$ cat src/verilog/dcc_pkg.sv
// package for the dual comparator control register bank
// assumes a 32-bit apb slave with word-aligned registers
package dcc_pkg;
   localparam logic [3:0] DCC_OFS_CTL0 = 4'h0;
   localparam logic [3:0] DCC_OFS_CTL1 = 4'h4;
   localparam logic [3:0] DCC_OFS_STAT = 4'h8;
   localparam logic [3:0] DCC_OFS_VREF = 4'hc;
   localparam logic [31:0] DCC_RST_VAL = 32'h0000_0000;
   localparam logic [31:0] DCC_CTL_MASK = 32'h3307_f3fb;
   localparam logic [31:0] DCC_VREF_MASK = 32'h0000_004f;
   // control field positions
   localparam int DCC_B_EN = 0;
   localparam int DCC_B_IE = 1;
   localparam int DCC_B_INV = 3;
   localparam int DCC_B_NEG = 4;
   localparam int DCC_B_POS = 6;
   localparam int DCC_B_POL = 8;
   localparam int DCC_B_OSEL = 12;
   localparam int DCC_B_FILT = 13;
   localparam int DCC_B_WAKE_ENABLE = 16;
   localparam int DCC_B_WLAT = 17;
   localparam int DCC_B_WCMP = 18;
   localparam int DCC_B_HYS = 24;
   localparam int DCC_B_MODE = 28;
   // status field positions
   localparam int DCC_B_IF = 0;
   localparam int DCC_B_OUT = 4;
   localparam int DCC_B_WKIF = 8;
   localparam int DCC_B_STS = 12;
   localparam int DCC_B_WO = 16;
   // ladder field positions
   localparam int DCC_B_LVL = 0;
   localparam int DCC_B_RSRC = 6;
   // edge polarity codes, then filter-off code and longest filter length
   localparam logic [1:0] DCC_POL_BOTH = 2'h0;
   localparam logic [1:0] DCC_POL_RISE = 2'h1;
   localparam logic [1:0] DCC_POL_FALL = 2'h2;
   localparam logic [2:0] DCC_FILT_OFF = 3'h0;
   localparam int DCC_FILT_MAX = 64;
endpackage

$ cat src/verilog/dcc_regs.sv
// apb register bank and digital control for two analog comparators
// assumes raw comparator results arrive asynchronously from the analog side
// Functional notes
// (RULE1) filter code 0 bypasses; 1..7 need 1,2,4..64 stable clocks
// (RULE2) pin source bit picks unfiltered (0) or filtered (1) result
// (RULE3) edge polarity: both, rising, falling; code 3 gives no events
// (RULE4) positive input field drives the analog mux select
// (RULE5) negative input field picks pin, ladder, band-gap or dac
// (RULE6) invert bit inverts the result before later processing
// (RULE7) irq enable gates interrupt; with wake enable also gates wake-up
// (RULE8) comparator enable bit powers the comparator, resets off
// (RULE9) window output reads 1 when input lies inside the window
// (RULE10) status bits synchronised and forced 0 while disabled
// (RULE11) output bits synchronised and cleared while disabled
// (RULE12) wake flag set on wake event, cleared only by writing 1
// (RULE13) irq flag set on chosen edge, raises irq if enabled, w1c
// (RULE14) reference source bit picks analog supply or internal reference
// (RULE15) reference level field sets ladder tap of 1/6 plus level/24
// (RULE16) speed mode field drives comparator power and speed
// (RULE17) hysteresis field passed to analog circuit
// (RULE18) window compare bit derives result from both comparators
// (RULE19) window latch bit lets latch pin govern latched output
// (RULE20) latch follows result while pin high, holds while low
// (RULE21) window output is xor of the two status bits
// (RULE22) filter passes a new value only after it stays stable
// (RULE23) result goes through latch then filter before edge detection
// (RULE24) reserved bits read 0, writes ignored; writing 0 keeps flags
//
// Decided for this implementation: register access over APB.
`timescale 1ns/100ps
module dcc_regs
   import dcc_pkg::*;
#(
   parameter int NCMP = 2
)
(
   input wire logic clk_in,
   input wire logic resetn_in,
   input wire logic psel_in,
   input wire logic penable_in,
   input wire logic pwrite_in,
   input wire logic [31:0] paddr_in,
   input wire logic [31:0] pwdata_in,
   output logic [31:0] prdata_out,
   output logic pready_out,
   output logic pslverr_out,
   input wire logic [NCMP-1:0] comparator_raw_in,
   input wire logic [NCMP-1:0] latch_control_pin_in,
   output logic [NCMP-1:0] comparator_on_out,
   output logic [2*NCMP-1:0] positive_input_select_out,
   output logic [2*NCMP-1:0] negative_input_select_out,
   output logic [2*NCMP-1:0] hysteresis_select_out,
   output logic [2*NCMP-1:0] speed_mode_out,
   output logic [NCMP-1:0] comparator_output_pin_out,
   output logic ladder_enable_out,
   output logic reference_source_out,
   output logic [3:0] reference_level_out,
   output logic irq_out,
   output logic wake_out
);
   logic [31:0] ctl_r [NCMP];
   logic [31:0] vref_r;
   logic [NCMP-1:0] sync1_r;
   logic [NCMP-1:0] sync2_r;
   logic [NCMP-1:0] latch1_r;
   logic [NCMP-1:0] latch2_r;
   logic [NCMP-1:0] on_d1_r;
   logic [NCMP-1:0] on_d2_r;
   logic [NCMP-1:0] out_sts;
   logic [NCMP-1:0] cmp_sts;
   logic [NCMP-1:0] chan_in;
   logic [NCMP-1:0] filt;
   logic [NCMP-1:0] edge_ev;
   logic [NCMP-1:0] irq_flag_r;
   logic [NCMP-1:0] wake_flag_r;
   logic [NCMP-1:0] irq_en;
   logic [NCMP-1:0] wake_en;
   logic [NCMP-1:0] wr_clr;
   logic window_output;
   logic wr_acc;
   logic [3:0] ofs;
   logic [31:0] stat_rd;

   assign ofs = paddr_in[3:0];
   assign wr_acc = psel_in & penable_in & pwrite_in;
   // single-cycle access phase, no wait states
   assign pready_out = 1'b1;
   assign pslverr_out = 1'b0;

   // two-flop synchroniser from the analog domain
   always_ff @(posedge clk_in or negedge resetn_in)
   begin
      if (!resetn_in)
      begin
         sync1_r <= '0;
         sync2_r <= '0;
      end
      else
      begin
         sync1_r <= comparator_raw_in;
         sync2_r <= sync1_r;
      end
   end

   // latch pins come from outside the clock domain as well
   always_ff @(posedge clk_in or negedge resetn_in)
   begin
      if (!resetn_in)
      begin
         latch1_r <= '0;
         latch2_r <= '0;
      end
      else
      begin
         latch1_r <= latch_control_pin_in;
         latch2_r <= latch1_r;
      end
   end

   // mask results until the synchroniser holds only post-enable samples,
   // otherwise stale samples of an unpowered comparator raise false edges
   always_ff @(posedge clk_in or negedge resetn_in)
   begin
      if (!resetn_in)
      begin
         on_d1_r <= '0;
         on_d2_r <= '0;
      end
      else
      begin
         on_d1_r <= comparator_on_out;
         on_d2_r <= on_d1_r;
      end
   end

   // control registers, reserved bits masked on write
   always_ff @(posedge clk_in or negedge resetn_in)
   begin
      if (!resetn_in)
      begin
         for (int i = 0; i < NCMP; i++)
            ctl_r[i] <= DCC_RST_VAL; // (RULE8)
         vref_r <= DCC_RST_VAL;
      end
      else if (wr_acc)
      begin
         for (int i = 0; i < NCMP; i++)
            if (ofs == DCC_OFS_CTL0 + 4'(4 * i))
               ctl_r[i] <= pwdata_in & DCC_CTL_MASK; // (RULE24)
         if (ofs == DCC_OFS_VREF)
            vref_r <= pwdata_in & DCC_VREF_MASK; // (RULE24)
      end
   end

   // window output is xor of the status bits
   assign window_output = cmp_sts[0] ^ cmp_sts[NCMP-1]; // (RULE21) (RULE9)

   genvar g;
   generate
      for (g = 0; g < NCMP; g++)
      begin : g_ch
         logic en;
         logic inv_res;
         assign en = ctl_r[g][DCC_B_EN];
         assign comparator_on_out[g] = en; // (RULE8)
         assign positive_input_select_out[2*g +: 2] = ctl_r[g][DCC_B_POS +: 2]; // (RULE4)
         assign negative_input_select_out[2*g +: 2] = ctl_r[g][DCC_B_NEG +: 2]; // (RULE5)
         assign hysteresis_select_out[2*g +: 2] = ctl_r[g][DCC_B_HYS +: 2]; // (RULE17)
         assign speed_mode_out[2*g +: 2] = ctl_r[g][DCC_B_MODE +: 2]; // (RULE16)
         assign inv_res = sync2_r[g] ^ ctl_r[g][DCC_B_INV]; // (RULE6)
         assign out_sts[g] = en & on_d2_r[g] & inv_res; // (RULE11)
         assign cmp_sts[g] = en & on_d2_r[g] & inv_res; // (RULE10)
         // window result replaces the channel's own result
         assign chan_in[g] = ctl_r[g][DCC_B_WCMP] ? window_output // (RULE18) (RULE23)
            : out_sts[g];
         assign irq_en[g] = ctl_r[g][DCC_B_IE];
         assign wake_en[g] = ctl_r[g][DCC_B_IE] & ctl_r[g][DCC_B_WAKE_ENABLE]; // (RULE7)
         assign wr_clr[g] = wr_acc & (ofs == DCC_OFS_STAT);

         dcc_chan u_chan (
            .clk_in(clk_in),
            .resetn_in(resetn_in),
            .enable_in(en),
            .result_in(chan_in[g]),
            .latch_en_in(ctl_r[g][DCC_B_WLAT]), // (RULE19)
            .latch_pin_in(latch2_r[g]),
            .filter_length_in(ctl_r[g][DCC_B_FILT +: 3]),
            .edge_polarity_in(ctl_r[g][DCC_B_POL +: 2]),
            .filtered_out(filt[g]),
            .edge_out(edge_ev[g])
         );

         // data output from a flop; source picks unfiltered or filtered
         always_ff @(posedge clk_in or negedge resetn_in)
         begin
            if (!resetn_in)
               comparator_output_pin_out[g] <= 1'b0;
            else
               comparator_output_pin_out[g] <= ctl_r[g][DCC_B_OSEL] ? filt[g] // (RULE2)
                  : out_sts[g];
         end

         // set wins over a same-cycle write-one clear
         always_ff @(posedge clk_in or negedge resetn_in)
         begin
            if (!resetn_in)
            begin
               irq_flag_r[g] <= 1'b0;
               wake_flag_r[g] <= 1'b0;
            end
            else
            begin
               if (edge_ev[g])
                  irq_flag_r[g] <= 1'b1; // (RULE13)
               else if (wr_clr[g] && pwdata_in[DCC_B_IF + g])
                  irq_flag_r[g] <= 1'b0; // (RULE13) (RULE24)
               if (edge_ev[g] && wake_en[g])
                  wake_flag_r[g] <= 1'b1; // (RULE12)
               else if (wr_clr[g] && pwdata_in[DCC_B_WKIF + g])
                  wake_flag_r[g] <= 1'b0; // (RULE12) (RULE24)
            end
         end
      end
   endgenerate

   assign irq_out = |(irq_flag_r & irq_en) | |(wake_flag_r & wake_en); // (RULE13) (RULE7)
   assign wake_out = |(wake_flag_r & wake_en); // (RULE7)

   // ladder powers only when some channel selects it
   always_comb
   begin
      ladder_enable_out = 1'b0;
      for (int i = 0; i < NCMP; i++)
         if (ctl_r[i][DCC_B_EN] && ctl_r[i][DCC_B_NEG +: 2] == 2'h1)
            ladder_enable_out = 1'b1;
   end
   assign reference_source_out = vref_r[DCC_B_RSRC]; // (RULE14)
   assign reference_level_out = vref_r[DCC_B_LVL +: 4]; // (RULE15)

   always_comb
   begin
      stat_rd = '0;
      stat_rd[DCC_B_IF +: NCMP] = irq_flag_r; // (RULE13)
      stat_rd[DCC_B_OUT +: NCMP] = out_sts; // (RULE11)
      stat_rd[DCC_B_WKIF +: NCMP] = wake_flag_r; // (RULE12)
      stat_rd[DCC_B_STS +: NCMP] = cmp_sts; // (RULE10)
      stat_rd[DCC_B_WO] = window_output; // (RULE9)
   end

   // registered read data; unmapped offsets read zero
   always_ff @(posedge clk_in or negedge resetn_in)
   begin
      if (!resetn_in)
         prdata_out <= '0;
      else if (psel_in && !penable_in && !pwrite_in)
      begin
         case (ofs)
            DCC_OFS_CTL0: prdata_out <= ctl_r[0];
            DCC_OFS_CTL1: prdata_out <= ctl_r[NCMP-1];
            DCC_OFS_STAT: prdata_out <= stat_rd;
            DCC_OFS_VREF: prdata_out <= vref_r;
            default: prdata_out <= '0;
         endcase
      end
   end
endmodule

$ cat src/verilog/dcc_chan.sv
// one comparator channel: latch, filter and edge detection
// assumes its input is already synchronised to clk_in
`timescale 1ns/100ps
module dcc_chan
   import dcc_pkg::*;
#(
   parameter int CNT_W = 7
)
(
   input wire logic clk_in,
   input wire logic resetn_in,
   input wire logic enable_in,
   input wire logic result_in,
   input wire logic latch_en_in,
   input wire logic latch_pin_in,
   input wire logic [2:0] filter_length_in,
   input wire logic [1:0] edge_polarity_in,
   output logic filtered_out,
   output logic edge_out
);
   logic latched_r;
   logic latched_output;
   logic [CNT_W-1:0] cnt_r;
   logic [CNT_W-1:0] need;
   logic filt_r;
   logic filt_prev_r;
   logic filt_val;

   // pin high passes, pin low holds; a disabled channel shows 0 down to the pin
   assign latched_output = enable_in & ((latch_en_in & !latch_pin_in) ? latched_r : result_in); // (RULE20)

   always_ff @(posedge clk_in or negedge resetn_in)
   begin
      if (!resetn_in)
         latched_r <= 1'b0;
      else
         latched_r <= latched_output;
   end

   // 1 shl (code-1) cycles of stability
   assign need = CNT_W'(1) << (filter_length_in - 3'h1); // (RULE1)

   always_ff @(posedge clk_in or negedge resetn_in)
   begin
      if (!resetn_in)
      begin
         cnt_r <= '0;
         filt_r <= 1'b0;
      end
      else if (!enable_in)
      begin
         cnt_r <= '0;
         filt_r <= 1'b0;
      end
      else if (latched_output == filt_r)
         cnt_r <= '0;
      else if (cnt_r + CNT_W'(1) >= need)
      begin
         filt_r <= latched_output; // (RULE22)
         cnt_r <= '0;
      end
      else
         cnt_r <= cnt_r + CNT_W'(1);
   end

   assign filt_val = (filter_length_in == DCC_FILT_OFF) ? latched_output : filt_r; // (RULE1)
   assign filtered_out = filt_val; // (RULE23)

   always_ff @(posedge clk_in or negedge resetn_in)
   begin
      if (!resetn_in)
         filt_prev_r <= 1'b0;
      else
         filt_prev_r <= filt_val;
   end

   always_comb
   begin
      case (edge_polarity_in) // (RULE3)
         DCC_POL_BOTH: edge_out = filt_val ^ filt_prev_r;
         DCC_POL_RISE: edge_out = filt_val & ~filt_prev_r;
         DCC_POL_FALL: edge_out = ~filt_val & filt_prev_r;
         default: edge_out = 1'b0;
      endcase
   end
endmodule

$ cat config.mk
export PLATFORM = sky130hd
export DESIGN_NAME = dcc_regs
export DESIGN_NICKNAME = d
export VERILOG_FILES = /design/src/verilog/dcc_pkg.sv /design/src/verilog/dcc_regs.sv /design/src/verilog/dcc_chan.sv
export SDC_FILE = /design/constraint.sdc
export NUM_CORES = 1
export LEC_CHECK = 0
export BUFFER_PORTS_ARGS = -buffer_cell sky130_fd_sc_hd__buf_2
export CORE_UTILIZATION = 28
export CTS_BUF_LIST = sky130_fd_sc_hd__clkbuf_8
export DETAILED_ROUTE_END_ITERATION = 6
export PLACE_DENSITY = 0.47
export SKIP_CTS_REPAIR_TIMING = 1
export SYNTH_ARGS = -nofsm -noshare
export SYNTH_HDL_FRONTEND = slang
export SYNTH_SLANG_ARGS = --single-unit
$ cat constraint.sdc
create_clock -name clk_in -period 4.85 [get_ports clk_in]
set_input_delay 0.7275 -clock clk_in [delete_from_list [all_inputs] [get_ports clk_in]]
set_output_delay 0.7275 -clock clk_in [all_outputs]
set_load 0.02 [all_outputs]
-- Word level (Yosys, flattened, before mapping)
Cells that the tools add are included.
- flip-flop bits (word level): 115
- bits of input ports: 73
- output and inout port bits: 62
- word-level logic and storage cells: 139
- add/subtract/negate cells: 4
- $lt $le $gt $ge: 2
- equality and inequality tests: 15
- shift-type cells: 2
- muxes and demuxes: 33
- bitwise operators: 29
- reduce and logical (&&, ||, !) cells: 30
- operators by type and width (operator ; number):
    $pmux W30 S4 ; 1
    $mux W7 ; 6
    $mux W1 ; 24
    $and A1 B1 Y1 ; 17
    $add A7 B1 Y7 const B ; 2
    $ge A7 B7 Y1 ; 2
    $shl A1 B3 Y7 const A ; 2
    $logic_and A1 B1 Y1 ; 10
    $reduce_and A2 Y1 ; 5
    $eq A2 B1 Y1 const B ; 4
    $eq A4 B4 Y1 const B ; 2
    $reduce_bool A2 Y1 ; 4
    $logic_not A3 Y1 ; 2
    $pmux W1 S3 ; 2
    $sub A3 B1 Y3 const B ; 2
    $xor A1 B1 Y1 ; 5
    $and A2 B2 Y2 ; 2
    $eq A2 B2 Y1 const B ; 2
    $eq A4 B3 Y1 const B ; 1
    $logic_not A1 Y1 ; 4
    $logic_not A2 Y1 ; 2
    $logic_not A4 Y1 ; 1
    $ne A2 B1 Y1 const B ; 2
    $ne A2 B2 Y1 const B ; 2
    other kinds (4) ; 9

-- Logic depth before layout (Yosys ltp)
- depth after elaboration: 12
- depth in mapped cells: 10
- gate-level depth less buffers: 10

-- Hierarchy
Synthesis repeated with hierarchy kept, for this count alone.
- cell total of the unflattened synthesis: 432
- area total of the unflattened synthesis: 5242.5 µm²
- by module, submodules not included (module ; times used ; cells each ; area each (µm²) ; sequential area each (µm²)):
    dcc_regs ; 1 ; 294 ; 3768.6 ; 2102.0
    dcc_chan ; 2 ; 69 ; 737.0 ; 250.2

-- Worst setup path after synthesis
Ideal clock, no wire load.
- kind: register to register
- from: register ctl_r, in the netlist comparator_on_out[1]
- to: register wake_flag_r[0], in the netlist stat_rd[8]
- library setup time: 67 ps
- arrival: 2231 ps
- data required time: 4783 ps
- path slack: 2552 ps
- stages on the path, launching flop included: 11
- buffers on the path: 0
- clock period less this slack: 2298 ps
- cell sequence: dfrtp_1 -> and2_2 -> a311o_1 -> a311oi_2 -> mux2i_2 -> inv_1 -> ha_1 -> nor2_1 -> a21oi_1 -> o21ai_0 -> a32o_1
- cells in the longest elaborated chain, start to end: 12
- elaborated cells between the ends (all ways): 15
- those cells by class: mux: 5; bitwise: 8; reduce/logical: 2
- RTL lines (what ; RTL line ; text):
    from (decl) ; dcc_regs.sv:61 ; logic [31:0] ctl_r [NCMP];
    from (signal, indexed assignment) ; dcc_regs.sv:149 ; ctl_r[i] <= pwdata_in & DCC_CTL_MASK;
    $and A1 B1 Y1 * (2 in series) ; dcc_regs.sv:172 ; assign cmp_sts[g] = en & on_d2_r[g] & inv_res;
    $xor A1 B1 Y1 * ; dcc_regs.sv:156 ; assign window_output = cmp_sts[0] ^ cmp_sts[NCMP-1];
    $mux W1 * ; dcc_regs.sv:174 ; assign chan_in[g] = ctl_r[g][DCC_B_WCMP] ? window_output
    $mux W1 * ; dcc_chan.sv:30 ; assign latched_output = enable_in & ((latch_en_in & !latch_pin_in) ? latched_r : result_in);
    $and A1 B1 Y1 * ; dcc_chan.sv:30 ;
    net g_ch[0].u_chan.latched_output ; dcc_chan.sv:22 ; logic latched_output;
    $mux W1 * ; dcc_chan.sv:66 ; assign filt_val = (filter_length_in == DCC_FILT_OFF) ? latched_output : filt_r;
    net g_ch[0].u_chan.filtered_out ; dcc_chan.sv:18 ; output logic filtered_out,
    $not A1 Y1 ; dcc_chan.sv:82 ; DCC_POL_FALL: edge_out = ~filt_val & filt_prev_r;
    $and A1 B1 Y1 ; dcc_chan.sv:82 ;
    $pmux W1 S3 * ; dcc_chan.sv:79 ; case (edge_polarity_in)
    $logic_and A1 B1 Y1 * ; dcc_regs.sv:217 ; if (edge_ev[g] && wake_en[g])
    $mux W1 or $reduce_bool A2 Y1 (tied branches) ; -- ;
    to (signal, indexed assignment) ; dcc_regs.sv:209 ; wake_flag_r[g] <= 1'b0;
    to (signal, indexed assignment) ; dcc_regs.sv:218 ; wake_flag_r[g] <= 1'b1;
    to (signal, indexed assignment) ; dcc_regs.sv:220 ; wake_flag_r[g] <= 1'b0;
    to (decl) ; dcc_regs.sv:75 ; logic [NCMP-1:0] wake_flag_r;
The timed path passes the listed nets; every way through them passes the cells marked *.
A chain may end at the register's enable or synchronous reset.

-- Worst setup path in the final report
- from: register ctl_r, in the netlist comparator_on_out[1]
- to: register wake_flag_r[1], in the netlist stat_rd[9]
- cells in the longest elaborated chain, start to end: 12
- elaborated cells between the ends (all ways): 15
- those cells by class: mux: 5; bitwise: 8; reduce/logical: 2
- RTL lines (what ; RTL line):
    $and A1 B1 Y1 (2 in series) ; dcc_regs.sv:171, dcc_regs.sv:172
    $xor A1 B1 Y1 ; dcc_regs.sv:156
    $mux W1 ; dcc_regs.sv:174
    $mux W1 ; dcc_chan.sv:30
    $and A1 B1 Y1 * ; dcc_chan.sv:30
    net g_ch[1].u_chan.latched_output ; dcc_chan.sv:22
    $mux W1 * ; dcc_chan.sv:66
    net g_ch[1].u_chan.filtered_out ; dcc_chan.sv:18
    $not A1 Y1 ; dcc_chan.sv:82
    $and A1 B1 Y1 ; dcc_chan.sv:82
    $pmux W1 S3 * ; dcc_chan.sv:79
    $logic_and A1 B1 Y1 * ; dcc_regs.sv:217
    $mux W1 or $reduce_bool A2 Y1 (tied branches) ; --
Marks and branches as above.

==> impl_metrics.json <==
{
  "power_density_mw_per_mm2": 358,
  "grt.total_usage_pct": 13.9,
  "cts_tree": "done",
  "finalHoldViolCount": 0,
  "path_cells": "and2_2 -> a211o_1 -> a311oi_2 -> mux2i_2 -> inv_1 -> ha_1 -> inv_1 -> mux2i_1 -> o21ai_0 -> a32o_1",
  "vias": 3580,
  "gp_congestion": 0.757,
  "synth_area_leaders": "dfrtp_1 (51%), mux2_2 (8.4%), ha_1 (4.9%)",
  "drv_cap": 0,
  "ys_types": 48,
  "start_util_pct": 29.0,
  "routed_wl_um": 12100,
  "synth-seq-area-share_pct": 51.3,
  "rsz0062_at_grt": "false",
  "met1_length_um": 5740,
  "area_delta_synth_final_pct": 13.1,
  "grt_pass1_vias": 3545,
  "clkPwrFrac_pct": 25.6,
  "drt_iter0_drc": 207,
  "wl_met2_um": 5440,
  "antenna_found_initial": 1,
  "final-max-slew-violation-count": 0,
  "combinationalPowerShare_pct": 22.5,
  "cts_root_buffer": "clkbuf_8",
  "dieHeight_um": 137,
  "final_cell_mix": "dfrtp_1 (104), buf_2 (81), nand2_1 (43)",
  "path_max_fanout": 8,
  "drcViolationCount": 0,
  "numPortBuffers": 82,
  "switching_power_uw": 701,
  "ir_drop_v": 0.000207,
  "hp-class": "register to register",
  "cp_common_cell": "inv_1",
  "path_delay_family": "compound AO/OA/AOI/OAI gates",
  "worst_path_largest_cell_delay_ps": 550,
  "clkTransAtPathRegs_ps": 110,
  "status": "completed",
  "required_ps": 5190,
  "num-nets-final": 609,
  "synth_area_mm2": 0.00507,
  "antennaDiodeCount": 0,
  "finalSetupViolCount": 0,
  "globalRoute.totalOverflow": 0,
  "ys_warn_count": 0,
  "clk_latency_ps": 390,
  "finalCritPeriodShare_pct": 58.5,
  "ios": 135,
  "slowest_stage": "dfrtp_1",
  "fmax_mhz": 352,
  "tns_ps": 0,
  "dp_hpwl_um": 8710,
  "path_class": "register to register",
  "cp_data_arrival_time_ps": 3170,
  "cts_max_level": 3,
  "final_common_cell": "dfrtp_1",
  "drt_first_pass_iters": 4,
  "worstMarginPinSlew_ps": 1320,
  "clock_sinks": 104,
  "top_layer": "met5",
  "viasPerCell": 4.80,
  "fp-row-count": 48,
  "internal-power_mw": 1.36,
  "die-area_mm2": 0.0187,
  "switching_share_pct": 34.1,
  "grt_max_degree": 72,
  "layout-drive-gt1-share_pct": 29.8,
  "final_area_mm2": 0.00574,
  "yosysTopAreaCell": "dfrtp_1",
  "synth-seq-cells": 104,
  "dieWidth_um": 137,
  "startpoint_type": "register",
  "skew_ps": 18.4,
  "min_period_ps": 2840,
  "core_area_mm2": 0.0175,
  "grt_pass1_wl_um": 19400,
  "ctsLongestPathBuffers": 2,
  "cts_buffers": 9,
  "routedWlPerCell_um": 16.3,
  "path_buf_inv": 2,
  "placed_area_mm2": 0.00555,
  "avgSynthCellArea_um2": 11.1,
  "synthCells": 457,
  "p_seq_share_pct": 51.9,
  "max_slew_margin_pct": 11.7,
  "yosysTopAreaCellShare_pct": 51.3,
  "end_kind": "register",
  "p_leak_nw": 2.74,
  "ant_nets": 0,
  "dr_wl_met3_um": 783
}
==> worst register-to-register path, delay by kind of cell (launching register included) <==
| family | cells | cell delay (ps) |
|---|---|---|
| buffers and inverters | 2 | 160 |
| adders and majority gates | 1 | 220 |
| AOI/OAI and AO/OA | 4 | 1280 |
| DFF | 1 | 550 |
| muxes | 2 | 250 |
| and+or+nand+nor | 1 | 310 |
==> power by group through the flow <==
stage	registers [mW]	logic (mW)	clock network [mW]
2_1_floorplan	1.06	0.360	0
3_3_place_gp	1.08	0.457	0
3_5_place_dp	1.09	0.471	0
4_1_cts	1.07	0.473	0.552
5_1_grt	1.09	0.516	0.586
6_report	1.07	0.463	0.526
==> state kept, by name, indices dropped and copies added (netlist names), 4 cells and up <==
name                       count
ctl_r                         22
g_ch.u_chan.cnt_r             14
hysteresis_select_out          4
negative_input_select_out      4
positive_input_select_out      4
prdata_out                    21
speed_mode_out                 4
vref_r                         5
==> metal layers <==
layer	track usage (%)	up-vias
met1	18.7	1772
li1	-	1688
met4	3.52	2
met3	5.00	13
met2	21.1	105
met5	0	-
==> metrics by stage <==
| stage | utilization (%) | setup WS (ps) | power (mW) | hold WS, ps | std cells |
|---|---|---|---|---|---|
| 4_1_cts | 32.8 | 1980 | 2.09 | 362 | 746 |
| 3_5_place_dp | 31.8 | 1850 | 1.56 | 335 | 730 |
| 3_3_place_gp | 31.8 | 1920 | 1.54 | 334 | 730 |
| 6_report | 32.8 | 2010 | 2.06 | 358 | 746 |
| 5_1_grt | 32.8 | 1850 | 2.19 | 374 | 746 |
| 2_1_floorplan | - | 2550 | 1.42 | 331 | 468 |
==> cell families after synthesis <==
group	share of synthesized area, %
DFF	51.3
xor gates and xnor gates	2.42
other	0.148
adders and majority gates	4.93
AOI/OAI and AO/OA	11.4
buffers and inverters	7.10
and+or+nand+nor	11.9
muxes	10.7
==> cells in the mapped netlist, drive strengths merged <==
master	n
buf	37
nand3	13
xor2	8
mux2i	5
and4	2
o2111ai	1
a22o	6
a221o	1
and2	2
nand4	2
nand2	43
or3b	2
a21oi	11
and3	1
conb	2
nor3b	2
inv	13
a21o	6
nor3	6
mux2	43
a221oi	6
nor2	21
o21ai	28
clkbuf	13
ha	20
dfrtp	104
a222oi	1
a211oi	4
a32o	2
xnor2	6
nor4	1
a22oi	9
o211ai	3
nor2b	15
and2b	1
nand2b	2
a311oi	2
a311o	1
nand3b	9
a211o	1
a31oi	2
==> cell type report <==
cell class | count | area, um^2
fill | 1769 | 11700
sequential | 104 | 2600
multi-input combinational | 301 | 2170
timing repair buffer | 87 | 450
tap | 225 | 282
clock buffer | 9 | 124
clock inverter | 7 | 63.8
inverter | 13 | 48.8
==> final timing paths <==
path | startpoint | to | slack (ps) | depth (start not counted)
min in group asynchronous | resetn_in | ctl_r[17] | 440 | 1
max | comparator_on_out[1] | stat_rd[9] | 2010 | 10
min | sync1_r[0] | sync2_r[0] | 360 | 0
max reg2reg | comparator_on_out[1] | stat_rd[9] | 2010 | 10
max in group asynchronous | resetn_in | negative_input_select_out[0] | 3410 | 2
min reg2reg | sync1_r[0] | sync2_r[0] | 360 | 0
Note: power is estimated with default switching activity, not from simulation.
